## src/port_ext_pkg.sv

```systemverilog
package port_ext_pkg;

    // register indices; the bus byte address is four times the index
    localparam logic [15:0] PIN_GROUP_CTRL_IDX      = 16'hfe5c;
    localparam logic [15:0] EXT_IRQ_AB_CTRL_IDX     = 16'hfe5d;
    localparam logic [15:0] EXT_IRQ_CD_CTRL_IDX     = 16'hfe5e;
    localparam logic [15:0] INPUT_SIGNAL_SELECT_IDX = 16'hfe5f;

    localparam logic [31:0] PIN_GROUP_CTRL_ADDR =
        {14'h0, PIN_GROUP_CTRL_IDX, 2'b00};
    localparam logic [31:0] EXT_IRQ_AB_CTRL_ADDR =
        {14'h0, EXT_IRQ_AB_CTRL_IDX, 2'b00};
    localparam logic [31:0] EXT_IRQ_CD_CTRL_ADDR =
        {14'h0, EXT_IRQ_CD_CTRL_IDX, 2'b00};
    localparam logic [31:0] INPUT_SIGNAL_SELECT_ADDR =
        {14'h0, INPUT_SIGNAL_SELECT_IDX, 2'b00};

    localparam logic [7:0] PIN_GROUP_CTRL_RST      = 8'h00;
    localparam logic [7:0] EXT_IRQ_AB_CTRL_RST     = 8'h00;
    localparam logic [7:0] EXT_IRQ_CD_CTRL_RST     = 8'h00;
    localparam logic [7:0] INPUT_SIGNAL_SELECT_RST = 8'h00;

    localparam int PIN_COUNT = 4;
    localparam int DATA_LSB  = 0;
    localparam int DIR_LSB   = 4;

    // ext_irq_ab_ctrl fields
    localparam int DET_A_ENABLE    = 0;
    localparam int DET_A_FLAG      = 1;
    localparam int DET_A_LEVEL_SEL = 2;
    localparam int DET_A_POLARITY  = 3;
    localparam int DET_B_ENABLE    = 4;
    localparam int DET_B_FLAG      = 5;
    localparam int DET_B_LEVEL_SEL = 6;
    localparam int DET_B_POLARITY  = 7;

    // ext_irq_cd_ctrl fields
    localparam int DET_C_ENABLE  = 0;
    localparam int DET_C_FLAG    = 1;
    localparam int DET_C_FALL_EN = 2;
    localparam int DET_C_RISE_EN = 3;
    localparam int DET_D_ENABLE  = 4;
    localparam int DET_D_FLAG    = 5;
    localparam int DET_D_FALL_EN = 6;
    localparam int DET_D_RISE_EN = 7;

    // input_signal_select fields
    localparam int COUNT_SOURCE_SEL        = 0;
    localparam int LOW_CAPTURE_SOURCE_SEL  = 6;
    localparam int HIGH_CAPTURE_SOURCE_SEL = 7;

    localparam logic [7:0] VECTOR_A = 8'h03;
    localparam logic [7:0] VECTOR_B = 8'h0b;
    localparam logic [7:0] VECTOR_C = 8'h13;
    localparam logic [7:0] VECTOR_D = 8'h1b;

    localparam logic [1:0] HTRANS_NONSEQ = 2'h2;
    localparam logic       HRESP_OKAY    = 1'b0;

    typedef enum logic [1:0] {
        pwr_run,
        pwr_hold,
        pwr_halt
    } power_state_type;

endpackage

```

## src/port_ext_interrupt_unit.sv

```systemverilog
// The implementer's own choice: the AHB-Lite register port.
`timescale 1ns/1ps

module port_ext_interrupt_unit (
    // clock and reset
    input  wire  logic                                hclk,
    input  wire  logic                                hresetn,
    // ahb-lite slave
    input  wire  logic                                hsel,
    input  wire  logic [31:0]                         haddr,
    input  wire  logic [1:0]                          htrans,
    input  wire  logic                                hwrite,
    input  wire  logic [2:0]                          hsize,
    input  wire  logic [31:0]                         hwdata,
    input  wire  logic                                hready,
    output logic       [31:0]                         hrdata,
    output logic                                      hreadyout,
    output logic                                      hresp,
    // cpu sideband
    input  wire  logic                                rmw_access,
    input  wire  logic                                hold_enter,
    input  wire  logic                                irq_accept,
    // pins
    input  wire  logic [port_ext_pkg::PIN_COUNT-1:0]  pin_in,
    output logic       [port_ext_pkg::PIN_COUNT-1:0]  pin_out,
    output logic       [port_ext_pkg::PIN_COUNT-1:0]  pin_oe_n,
    output logic       [port_ext_pkg::PIN_COUNT-1:0]  pullup_en,
    // interrupt and power
    output logic       [port_ext_pkg::PIN_COUNT-1:0]  irq_req,
    output logic       [7:0]                          irq_vector,
    output logic                                      hold_release,
    output port_ext_pkg::power_state_type             power_state,
    output logic                                      cr_osc_run,
    // timer 0 strobes
    output logic                                      t0_count,
    output logic                                      t0_capture_lo,
    output logic                                      t0_capture_hi
);
    import port_ext_pkg::*;

    logic [7:0]           pin_ctrl_q;
    logic [7:0]           ab_ctrl_q;
    logic [7:0]           cd_ctrl_q;
    logic [7:0]           isl_q;
    logic [3:0]           sync1_q;
    logic [3:0]           sync2_q;
    logic [3:0]           prev_q;
    logic [3:0]           rise;
    logic [3:0]           fall;
    logic [3:0]           cond;
    logic [3:0]           flag_set;
    logic [1:0]           entry_lvl_q;
    logic                 wr_pend_q;
    logic [31:0]          addr_q;
    logic                 addr_ok;
    logic                 wr_pin;
    logic                 wr_ab;
    logic                 wr_cd;
    logic                 wr_isl;
    logic [7:0]           wbyte;
    logic [7:0]           rd_byte;
    logic [3:0]           pending;
    logic [3:0]           release_ok;
    logic                 in_hold;
    power_state_type      state_q;

    ////////////////////////////////////////////////////////////////////////
    // bus slave

    assign addr_ok   = hsel && htrans == HTRANS_NONSEQ && hready;
    assign hreadyout = 1'b1;
    assign hresp     = HRESP_OKAY;
    assign wbyte     = hwdata[7:0];
    assign wr_pin    = wr_pend_q && addr_q == PIN_GROUP_CTRL_ADDR;
    assign wr_ab     = wr_pend_q && addr_q == EXT_IRQ_AB_CTRL_ADDR;
    assign wr_cd     = wr_pend_q && addr_q == EXT_IRQ_CD_CTRL_ADDR;
    assign wr_isl    = wr_pend_q && addr_q == INPUT_SIGNAL_SELECT_ADDR;

    always_ff @(posedge hclk or negedge hresetn)
    begin
        if (!hresetn)
        begin
            wr_pend_q <= 1'b0;
            addr_q    <= 32'h0;
        end
        else
        begin
            wr_pend_q <= addr_ok && hwrite;
            if (addr_ok)
                addr_q <= haddr;
        end
    end

    always_comb
    begin
        rd_byte = 8'h00;
        if (haddr == PIN_GROUP_CTRL_ADDR)
        begin
            rd_byte[7:DIR_LSB] = pin_ctrl_q[7:DIR_LSB];
            if (rmw_access)
                rd_byte[3:DATA_LSB] = pin_ctrl_q[3:DATA_LSB];
            else
                rd_byte[3:DATA_LSB] = sync2_q;
        end
        else if (haddr == EXT_IRQ_AB_CTRL_ADDR)
            rd_byte = ab_ctrl_q;
        else if (haddr == EXT_IRQ_CD_CTRL_ADDR)
            rd_byte = cd_ctrl_q;
        else if (haddr == INPUT_SIGNAL_SELECT_ADDR)
            rd_byte = isl_q;
    end

    // read data captured in the address phase, zero wait states
    always_ff @(posedge hclk or negedge hresetn)
    begin
        if (!hresetn)
            hrdata <= 32'h0;
        else if (addr_ok && !hwrite)
            hrdata <= {24'h0, rd_byte};
    end

    ////////////////////////////////////////////////////////////////////////
    // port control and pins

    always_ff @(posedge hclk or negedge hresetn)
    begin
        if (!hresetn)
            pin_ctrl_q <= PIN_GROUP_CTRL_RST;
        else if (wr_pin)
            pin_ctrl_q <= wbyte;
    end

    always_ff @(posedge hclk or negedge hresetn)
    begin
        if (!hresetn)
            isl_q <= INPUT_SIGNAL_SELECT_RST;
        else if (wr_isl)
            isl_q <= wbyte;
    end

    always_comb
    begin
        pin_out   = pin_ctrl_q[3:DATA_LSB];
        pin_oe_n  = ~pin_ctrl_q[7:DIR_LSB];
        pullup_en = pin_ctrl_q[3:DATA_LSB];
        // open drain pin a: only ever pulls low
        pin_out[0]  = 1'b0;
        pin_oe_n[0] = ~(pin_ctrl_q[DIR_LSB] & ~pin_ctrl_q[DATA_LSB]);
    end

    always_ff @(posedge hclk or negedge hresetn)
    begin
        if (!hresetn)
        begin
            sync1_q <= 4'h0;
            sync2_q <= 4'h0;
            prev_q  <= 4'h0;
        end
        else
        begin
            sync1_q <= pin_in;
            sync2_q <= sync1_q;
            prev_q  <= sync2_q;
        end
    end

    assign rise = sync2_q & ~prev_q;
    assign fall = ~sync2_q & prev_q;

    ////////////////////////////////////////////////////////////////////////
    // detectors

    always_comb
    begin
        // a and b: polarity and level/edge
        cond[0] = ab_ctrl_q[DET_A_LEVEL_SEL]
                ? (ab_ctrl_q[DET_A_POLARITY] ? sync2_q[0] : ~sync2_q[0])
                : (ab_ctrl_q[DET_A_POLARITY] ? rise[0] : fall[0]);
        cond[1] = ab_ctrl_q[DET_B_LEVEL_SEL]
                ? (ab_ctrl_q[DET_B_POLARITY] ? sync2_q[1] : ~sync2_q[1])
                : (ab_ctrl_q[DET_B_POLARITY] ? rise[1] : fall[1]);
        // c and d: edges only
        cond[2] = (cd_ctrl_q[DET_C_RISE_EN] & rise[2])
                | (cd_ctrl_q[DET_C_FALL_EN] & fall[2]);
        cond[3] = (cd_ctrl_q[DET_D_RISE_EN] & rise[3])
                | (cd_ctrl_q[DET_D_FALL_EN] & fall[3]);
        flag_set = cond;
        if (in_hold)
        begin
            // edges on a/b cannot set flags while held
            flag_set[0] = cond[0] & ab_ctrl_q[DET_A_LEVEL_SEL];
            flag_set[1] = cond[1] & ab_ctrl_q[DET_B_LEVEL_SEL];
            // edge toward the level seen at hold entry is ignored
            flag_set[2] = cond[2] & (entry_lvl_q[0] ? fall[2] : rise[2]);
            flag_set[3] = cond[3] & (entry_lvl_q[1] ? fall[3] : rise[3]);
        end
    end

    // set wins over a clearing write
    always_ff @(posedge hclk or negedge hresetn)
    begin
        if (!hresetn)
            ab_ctrl_q <= EXT_IRQ_AB_CTRL_RST;
        else
        begin
            if (wr_ab)
                ab_ctrl_q <= wbyte;
            if (flag_set[0])
                ab_ctrl_q[DET_A_FLAG] <= 1'b1;
            if (flag_set[1])
                ab_ctrl_q[DET_B_FLAG] <= 1'b1;
        end
    end

    always_ff @(posedge hclk or negedge hresetn)
    begin
        if (!hresetn)
            cd_ctrl_q <= EXT_IRQ_CD_CTRL_RST;
        else
        begin
            if (wr_cd)
                cd_ctrl_q <= wbyte;
            if (flag_set[2])
                cd_ctrl_q[DET_C_FLAG] <= 1'b1;
            if (flag_set[3])
                cd_ctrl_q[DET_D_FLAG] <= 1'b1;
        end
    end

    ////////////////////////////////////////////////////////////////////////
    // requests, hold release and power state

    assign pending[0] = ab_ctrl_q[DET_A_FLAG] & ab_ctrl_q[DET_A_ENABLE];
    assign pending[1] = ab_ctrl_q[DET_B_FLAG] & ab_ctrl_q[DET_B_ENABLE];
    assign pending[2] = cd_ctrl_q[DET_C_FLAG] & cd_ctrl_q[DET_C_ENABLE];
    assign pending[3] = cd_ctrl_q[DET_D_FLAG] & cd_ctrl_q[DET_D_ENABLE];
    assign irq_req    = pending;

    assign release_ok = {2'b11, ab_ctrl_q[DET_B_LEVEL_SEL],
                         ab_ctrl_q[DET_A_LEVEL_SEL]};
    assign hold_release = |(pending & release_ok);
    assign in_hold      = state_q == pwr_hold;
    assign power_state  = state_q;
    assign cr_osc_run   = state_q != pwr_hold;

    always_ff @(posedge hclk or negedge hresetn)
    begin
        if (!hresetn)
            irq_vector <= 8'h00;
        else if (pending[0])
            irq_vector <= VECTOR_A;
        else if (pending[1])
            irq_vector <= VECTOR_B;
        else if (pending[2])
            irq_vector <= VECTOR_C;
        else if (pending[3])
            irq_vector <= VECTOR_D;
        else
            irq_vector <= 8'h00;
    end

    always_ff @(posedge hclk or negedge hresetn)
    begin
        if (!hresetn)
            state_q <= pwr_run;
        else
        begin
            unique case (state_q)
                pwr_run:
                    if (hold_enter)
                        state_q <= pwr_hold;
                pwr_hold:
                    if (hold_release)
                        state_q <= pwr_halt;
                pwr_halt:
                    if (irq_accept)
                        state_q <= pwr_run;
            endcase
        end
    end

    always_ff @(posedge hclk or negedge hresetn)
    begin
        if (!hresetn)
            entry_lvl_q <= 2'b00;
        else if (state_q == pwr_run && hold_enter)
            entry_lvl_q <= sync2_q[3:2];
    end

    ////////////////////////////////////////////////////////////////////////
    // timer 0 strobes; level conditions repeat every cycle

    always_ff @(posedge hclk or negedge hresetn)
    begin
        if (!hresetn)
        begin
            t0_count      <= 1'b0;
            t0_capture_lo <= 1'b0;
            t0_capture_hi <= 1'b0;
        end
        else
        begin
            t0_count <= isl_q[COUNT_SOURCE_SEL]
                      ? flag_set[3] : flag_set[2];
            t0_capture_lo <= isl_q[LOW_CAPTURE_SOURCE_SEL]
                           ? flag_set[0] : flag_set[2];
            t0_capture_hi <= isl_q[HIGH_CAPTURE_SOURCE_SEL]
                           ? flag_set[1] : flag_set[3];
        end
    end
endmodule

```

## config.mk

```make
export PLATFORM = sky130hd
export DESIGN_NAME = port_ext_interrupt_unit
export DESIGN_NICKNAME = d
export VERILOG_FILES = /design/src/port_ext_pkg.sv /design/src/port_ext_interrupt_unit.sv
export SDC_FILE = /design/constraint.sdc
export NUM_CORES = 1
export LEC_CHECK = 0
export ABC_AREA = 0
export BUFFER_PORTS_ARGS = -buffer_cell sky130_fd_sc_hd__buf_2
export CAP_MARGIN = 20
export CORE_AREA = 2 2 132 108
export CTS_CLUSTER_SIZE = 10
export DETAILED_ROUTE_END_ITERATION = 16
export DIE_AREA = 0 0 134 110
export PLACE_DENSITY_LB_ADDON = 0.1
export SETUP_SLACK_MARGIN = 0.2
export SYNTH_ARGS = -nofsm -noshare
export SYNTH_HDL_FRONTEND = slang
export SYNTH_SLANG_ARGS = --single-unit
```

## constraint.sdc

```tcl
create_clock -name hclk -period 2.12 [get_ports hclk]
set_input_delay 0.212 -clock hclk [delete_from_list [all_inputs] [get_ports hclk]]
set_output_delay 0.212 -clock hclk [all_outputs]
set_load 0.005 [all_outputs]
```

==> reports/summary.txt, run 1 <==
Outcome -> finished clean
First-pass GRT wire length -> 16600 um
Crit path capture type -> register
Final antenna-violating net count -> 0
Most common library cells after synthesis -> dfrtp_1 (95), mux2_2 (66), buf_4 (39)
Worst reg-to-reg path cell count -> 7
Remaining DRCs -> 0
Yosys warns -> 0
Vias in the first global route -> 2947
Port bufs -> 87
H-Tree Depth -> 3
Clock Latency Late Sink -> 0.35 ns
Worst R2R Start -> addr_q[22]
CP max-delay cell -> dfrtp_1
Worst hold path stage count -> 2
Synth cell types -> 40
Total gr overflow -> 0
Die area -> 14700 um^2
Worst hold-check path type -> in -> reg
Final setup fails -> 0
RSZ-0062 raised after global routing -> yes
Most numerous cell on the critical path -> buf_4
Initial Util -> 0.345
Worst setup path endpoint -> cd_ctrl_q[2]
Syn Area/Cell -> 12.9 um^2
Kind of critical path -> reg -> reg
VDD IR max -> 0.325 mV
Count of flip-flops with a built-in enable after synthesis -> 0
Placed wire-length estimate -> 7970 um
DR WL/cell -> 16.4 um
Yosys reg bits -> 95
Total negative slack -> 0 ns
Largest delay contributor family on the critical path -> simple AND/OR/NAND/NOR gates
Largest incremental delay on the critical path -> 0.39 ns
GPL Wtd Cong -> 0.768
Fillers -> 1294
Worst reg-to-reg setup slack -> 0.20 ns
Vias per std cell -> 4.65
Required @ worst endpoint -> 2.35 ns
Most common cell in the synthesized netlist -> dfrtp_1
Fin crit period -> 1.92 ns
Initial antenna violation count -> 0
Stages on worst setup path -> 7
Peak Freq -> 520 MHz
Critical path launch point type -> register
Mapped cell area -> 4610 um^2
Register area share after synthesis -> 0.516
Pwr Density -> 760 nW/um^2
Cell-by-cell trace of the critical path -> nor4b_2 -> buf_4 -> nand4_4 -> buf_4 -> nor4_4 -> buf_6 -> mux2_2
Final core utilization -> 0.423
Predominant post-synthesis flop cell -> dfrtp_1
Die W -> 134 um
Crit path launch -> addr_q[22]
CP Data Arrival Time -> 2.16 ns
1st-iter DRT viols -> 142
Reg clk slew, reported paths -> 0.07 ns
DR pass1 iterations -> 4
Root buf cell -> clkbuf_16
Cells after Synth -> 358
Leak -> 2.73 nW
GRT Overall Usage -> 0.150
Max-Cap Viols -> 0
Max FO, Critical Path -> 6
N_diodes -> 0
Clock sink count -> 95
Vias -> 2999
Layout net count -> 545
Cell area after layout -> 5660 um^2
Die H -> 110 um
Cts bufs inserted -> 9
Largest net degree at the start of global routing -> 46
R2R Path End -> cd_ctrl_q[2]
Num rows -> 38
Synthesis-to-finish area growth -> 22.8%
Core Area -> 13400 um^2
CTS tree -> built
Placed Instance Area -> 5180 um^2
CTS max path bufs -> 2
Top Ports -> 146
Final hold vios -> 0
Post-synth top area share -> 0.516
Final Max Slew Viols -> 0
Asr flop ratio synth -> 1.00
Routed WL -> 10600 um
Final period util -> 0.908
Synth area leader -> dfrtp_1
WP buf/inv -> 3
Synth area leaders -> dfrtp_1 (52%), mux2_2 (16%), buf_4 (6.4%), a2bb2oi_1 (3.0%), mux2i_1 (2.6%)
Worst Clk Skew -> 0.00879 ns
Share of cells above drive strength 1 -> 0.441
==> worst min path at each step <==
stage / slack (ns) / from / to
floorplan: -0.08 / hresetn / ab_ctrl_q[0]
global placement: 0.17 / hresetn / addr_q[14]
detailed placement: 0.17 / hresetn / addr_q[13]
CTS: 0.10 / haddr[30] / addr_q[30]
global route: 0.11 / haddr[30] / addr_q[30]
finish: 0.11 / haddr[28] / addr_q[28]
==> metal layers <==
layer / part of all wire / up-vias / global-route usage
li1: - / 1432 / -
met5: 0 / - / 0
met3: 0.059 / 10 / 0.0370
met4: 0.011 / 0 / 0.0456
met2: 0.40 / 105 / 0.206
met1: 0.53 / 1452 / 0.229
==> what timing repair did <==
item / CTS / global route
hold buffers: 5 / 0
setup endpoints to repair: 19 / 10
buffers inserted: 2 / 4
hold endpoints to repair: 31 / 0
pin swaps: 1 / 4
resized for setup: 2 / 10
==> sequential cells by signal, summed over array words and instances, names as in the netlist <==
name           count
cd_ctrl_q          8
wr_pend_q          1
isl_q              8
sync2_q            4
pin_ctrl_q         8
ab_ctrl_q          8
entry_lvl_q        2
t0_capture_hi      1
sync1_q            4
hrdata             8
addr_q            32
prev_q             4
t0_capture_lo      1
t0_count           1
irq_vector         3
power_state        2
==> power breakdown <==
part           internal (mW)  switching [mW]
registers               1.98           0.126
clock network           1.04           0.725
logic                  0.237           0.197
==> worst register-to-register path, delay by kind of cell, from the launching register on <==
kind	cells	cell delay [ns]
buffers and inverters	3	0.53
DFF	1	0.39
and+or+nand+nor	3	0.56
muxes	1	0.34
==> placed cells by master (no fill, tap or decap), types with 4 or more instances in the layout <==
master / count
dlygate4sd3_1: 5
dfrtp_1: 95
and4_1: 4
o31ai_1: 4
nand2_1: 14
mux2_2: 59
buf_4: 15
o211ai_1: 4
buf_2: 86
conb_1: 31
nor4_4: 6
a2bb2oi_1: 16
nand3b_1: 5
mux2i_1: 12
clkbuf_16: 9
a21oi_1: 6
mux2_4: 7
inv_1: 13
ha_1: 4
nor2_1: 5
nand2b_1: 7
nor3_1: 5
nand4_1: 11
==> stage by stage <==
| step | hold slack (ns) | std cells | setup slack [ns] | power, mW |
|---|---|---|---|---|
| 2_1_floorplan | -0.0836 | 387 | 0.257 | 2.40 |
| 3_3_place_gp | 0.168 | 618 | 0.152 | 2.53 |
| 3_5_place_dp | 0.168 | 618 | 0.136 | 2.54 |
| 4_1_cts | 0.101 | 641 | 0.205 | 4.35 |
| 5_1_grt | 0.107 | 645 | 0.102 | 4.50 |
| 6_report | 0.111 | 645 | 0.196 | 4.30 |
==> kinds of logic after synthesis <==
group,count (synthesis),synth area share
adder cells (fa/ha/maj),4,0.0109
AO/OA/AOI/OAI,36,0.0595
multiplexers,78,0.187
XOR/XNOR,2,0.00380
flip-flops,95,0.516
other,2,0.00163
buffers and inverters,62,0.0823
AND/OR/NAND/NOR,79,0.139
==> layout make-up <==
cell class,count,area (um^2),area share
timing repair buffer,111,676,0.119
inverter,13,48.8,0.00862
sequential,95,2380,0.420
multi-input combinational,230,2010,0.355
clock buffer,9,225,0.0398
clock inverter,7,96.3,0.0170
tap,180,225,0.0398
No activity file was read; power rests on OpenSTA's default activity.
==> inputs of run 2 (changes only) <==
--- a/config.mk
+++ b/config.mk
@@ -7,12 +7,11 @@
 export LEC_CHECK = 0
 export ABC_AREA = 0
 export BUFFER_PORTS_ARGS = -buffer_cell sky130_fd_sc_hd__buf_2
-export CAP_MARGIN = 20
 export CORE_AREA = 2 2 132 108
 export CTS_CLUSTER_SIZE = 10
 export DETAILED_ROUTE_END_ITERATION = 16
 export DIE_AREA = 0 0 134 110
-export PLACE_DENSITY_LB_ADDON = 0.1
+export PLACE_DENSITY = 0.63
 export SETUP_SLACK_MARGIN = 0.2
 export SYNTH_ARGS = -nofsm -noshare
 export SYNTH_HDL_FRONTEND = slang
==> constraint.sdc (replaced) <==
create_clock -name hclk -period 2 [get_ports hclk]
set_input_delay 0.2 -clock hclk [delete_from_list [all_inputs] [get_ports hclk]]
set_output_delay 0.2 -clock hclk [all_outputs]
set_load 0.005 [all_outputs]
==> run 2 against run 1 <==
Against the previous run: routed wire length rose by 0.25%; global-route usage up 0.15 points; cell count down 0.62%; combinational power is 5.8% higher; count of clock-buffer cells in the layout is 1 higher; die area is the same; first-iteration DRC count down 23%; sequential power grew 7%; register-to-register slack worse by 0.099 ns; setup slack worse by 0.099 ns; sequential cell count unchanged; fmax up 1.1%; critical endpoint is now ab_ctrl_q[2]; largest power group unchanged.
==> reports/summary.txt, run 2 (synthesis results as in run 1) <==
Switching Share -> 0.242 (-0.00152)
Critical path launch point type -> register
Initial antenna violation count -> 0 (unchanged)
Outcome -> finished clean
Final antenna-violating net count -> 0 (unchanged)
Power share of the clock group -> 0.407 (-0.003)
Synthesis-to-finish area growth -> 22.9% (about the same)
Hold Startpoint -> haddr[6]
Final period util -> 0.951 (+0.0438)
Reg power frac -> 0.492 (+0.003)
DR WL/cell -> 16.5 um (+0.87%)
Cts bufs inserted -> 9 (unchanged)
Final hold vios -> 0 (unchanged)
Most numerous cell on the critical path -> buf_6
Initial Util -> 0.345 (unchanged)
Share of cells above drive strength 1 -> 0.438 (-0.00268)
CP max-delay cell -> dfrtp_1
Crit path capture type -> register
Cell area after layout -> 5660 um^2 (about the same)
RSZ-0062 raised after global routing -> yes
Largest net degree at the start of global routing -> 47 (+2.2%)
Post-route insts no fill -> 641 (-0.62%)
Total negative slack -> 0 ns (unchanged)
Logic gate share of total power -> 0.101 (about the same)
Cell-by-cell trace of the critical path -> nor4b_4 -> nand4_4 -> buf_6 -> nor4_4 -> buf_6 -> mux2_2
Top Ports -> 146 (unchanged)
Max FO, Critical Path -> 6 (unchanged)
DR pass1 iterations -> 4 (unchanged)
H-Tree Depth -> 3 (unchanged)
Root buf cell -> clkbuf_16
Required @ worst endpoint -> 2.22 ns (-0.13 ns)
Placed Instance Area -> 5180 um^2 (-0.17%)
Fillers -> 1269 (-1.9%)
Worst Clk Skew -> 0.00556 ns (-0.00323 ns)
Crit path launch -> addr_q[22]
Final setup fails -> 0 (unchanged)
Inst Count DP -> 615 (-0.49%)
Worst reg-to-reg setup slack -> 0.1 ns (-0.10 ns)
Final core utilization -> 0.424 (about the same)
Peak Freq -> 526 MHz (+1.1%)
CTS max path bufs -> 2 (unchanged)
Routed WL -> 10600 um (+0.25%)
Vias per std cell -> 4.80 (+3.2%)
Clock Latency Late Sink -> 0.34 ns (about the same)
Die W -> 134 um (unchanged)
1st-iter DRT viols -> 109 (-23%)
N_diodes -> 0 (unchanged)
Vias in the first global route -> 3175 (+7.7%)
Worst hold path stage count -> 2 (unchanged)
Die H -> 110 um (unchanged)
Total gr overflow -> 0 (unchanged)
Die area -> 14700 um^2 (unchanged)
Switching power -> 1.10 mW (+5.3%)
Most frequent cells in the layout -> dfrtp_1 (95), buf_2 (86), mux2_2 (55), conb_1 (31), a2bb2oi_1 (16)
Worst reg-to-reg path cell count -> 6 (-1)
Fin crit period -> 1.90 ns (-0.0213 ns)
Leak -> 2.70 nW (-0.83%)
Final Max Slew Viols -> 0 (unchanged)
Vias -> 3076 (+2.6%)
Layout net count -> 541 (-0.73%)
Max-Cap Viols -> 0 (unchanged)
Placed wire-length estimate -> 7900 um (-0.88%)
VDD IR max -> 0.613 mV (+89%)
Reg clk slew, reported paths -> 0.07 ns (about the same)
Commonest non-fill, non-tap cell in the layout -> dfrtp_1
Worst hold-check path type -> in -> reg
Kind of critical path -> reg -> reg
Largest incremental delay on the critical path -> 0.41 ns (+0.02 ns)
Pwr Density -> 804 nW/um^2 (+5.9%)
Top reg by flops -> addr_q
CTS tree -> built
First-pass GRT wire length -> 17000 um (+2.2%)
Clock sink count -> 95 (unchanged)
Core Area -> 13400 um^2 (unchanged)
Num rows -> 38 (unchanged)
GRT Overall Usage -> 0.151 (+0.00150)
Internal Power -> 3.45 mW (+6.1%)
Worst R2R Start -> addr_q[22]
Max reg flops -> 32 (unchanged)
Remaining DRCs -> 0 (unchanged)
CP Data Arrival Time -> 2.13 ns (-0.03 ns)
GPL Wtd Cong -> 0.798 (+3.9%)
Port bufs -> 87 (unchanged)
## run 2: final timing paths
kind,end
setup / recovery,ab_ctrl_q[2]
hold / removal,addr_q[6]
setup reg to reg,ab_ctrl_q[2]
hold reg to reg,sync2_q[1]
max in group asynchronous,cd_ctrl_q[7]
min in group asynchronous,addr_q[6]
## run 2: stage by stage
stage          worst slack (ns)  power, mW  hold WS, ns
4_1_cts                   0.108       4.60       0.0875
3_3_place_gp             0.0810       2.70        0.186
2_1_floorplan             0.185       2.57      -0.0956
3_5_place_dp             0.0294       2.72        0.190
6_report                 0.0971       4.55        0.100
5_1_grt                  0.0323       4.74       0.0940
## run 2: per-layer routing
layer	vias up	routed length [um]	track usage
li1	1431	-	-
met1	1538	5370	0.217
met2	99	4570	0.232
met3	8	566	0.0384
met4	0	96	0.0342
met5	-	0	0
## run 2: cell type report
class / count / area [um^2] / area share
Inverter: 13 / 48.8 / 0.00862
Sequential cell: 95 / 2380 / 0.420
Multi-Input combinational cell: 230 / 2050 / 0.362
Clock inverter: 6 / 92.6 / 0.0164
Clock buffer: 10 / 229 / 0.0404
Timing Repair Buffer: 107 / 641 / 0.113
Tap cell: 180 / 225 / 0.0398
## run 2: repair_timing
action / CTS / global route
buffers inserted: 5 / 0
pin swaps: 3 / 3
resized for setup: 14 / 5
hold endpoints to repair: 38 / 0
setup endpoints to repair: 27 / 32
hold buffers: 5 / 0
## run 2: power by group through the flow
| stage | sequential (mW) | combinational (mW) | clock (mW) |
|---|---|---|---|
| 2_1_floorplan | 2.22 | 0.352 | 0 |
| 3_5_place_dp | 2.27 | 0.448 | 0 |
| 6_report | 2.24 | 0.459 | 1.85 |
| 4_1_cts | 2.24 | 0.463 | 1.89 |
| 3_3_place_gp | 2.26 | 0.437 | 0 |
| 5_1_grt | 2.26 | 0.510 | 1.97 |
## run 2: critical path: cells and delay by family (launching register included)
family	cells	cell delay (ns)
buf+inv	2	0.34
flops	1	0.41
mux	1	0.34
simple gates	3	0.70
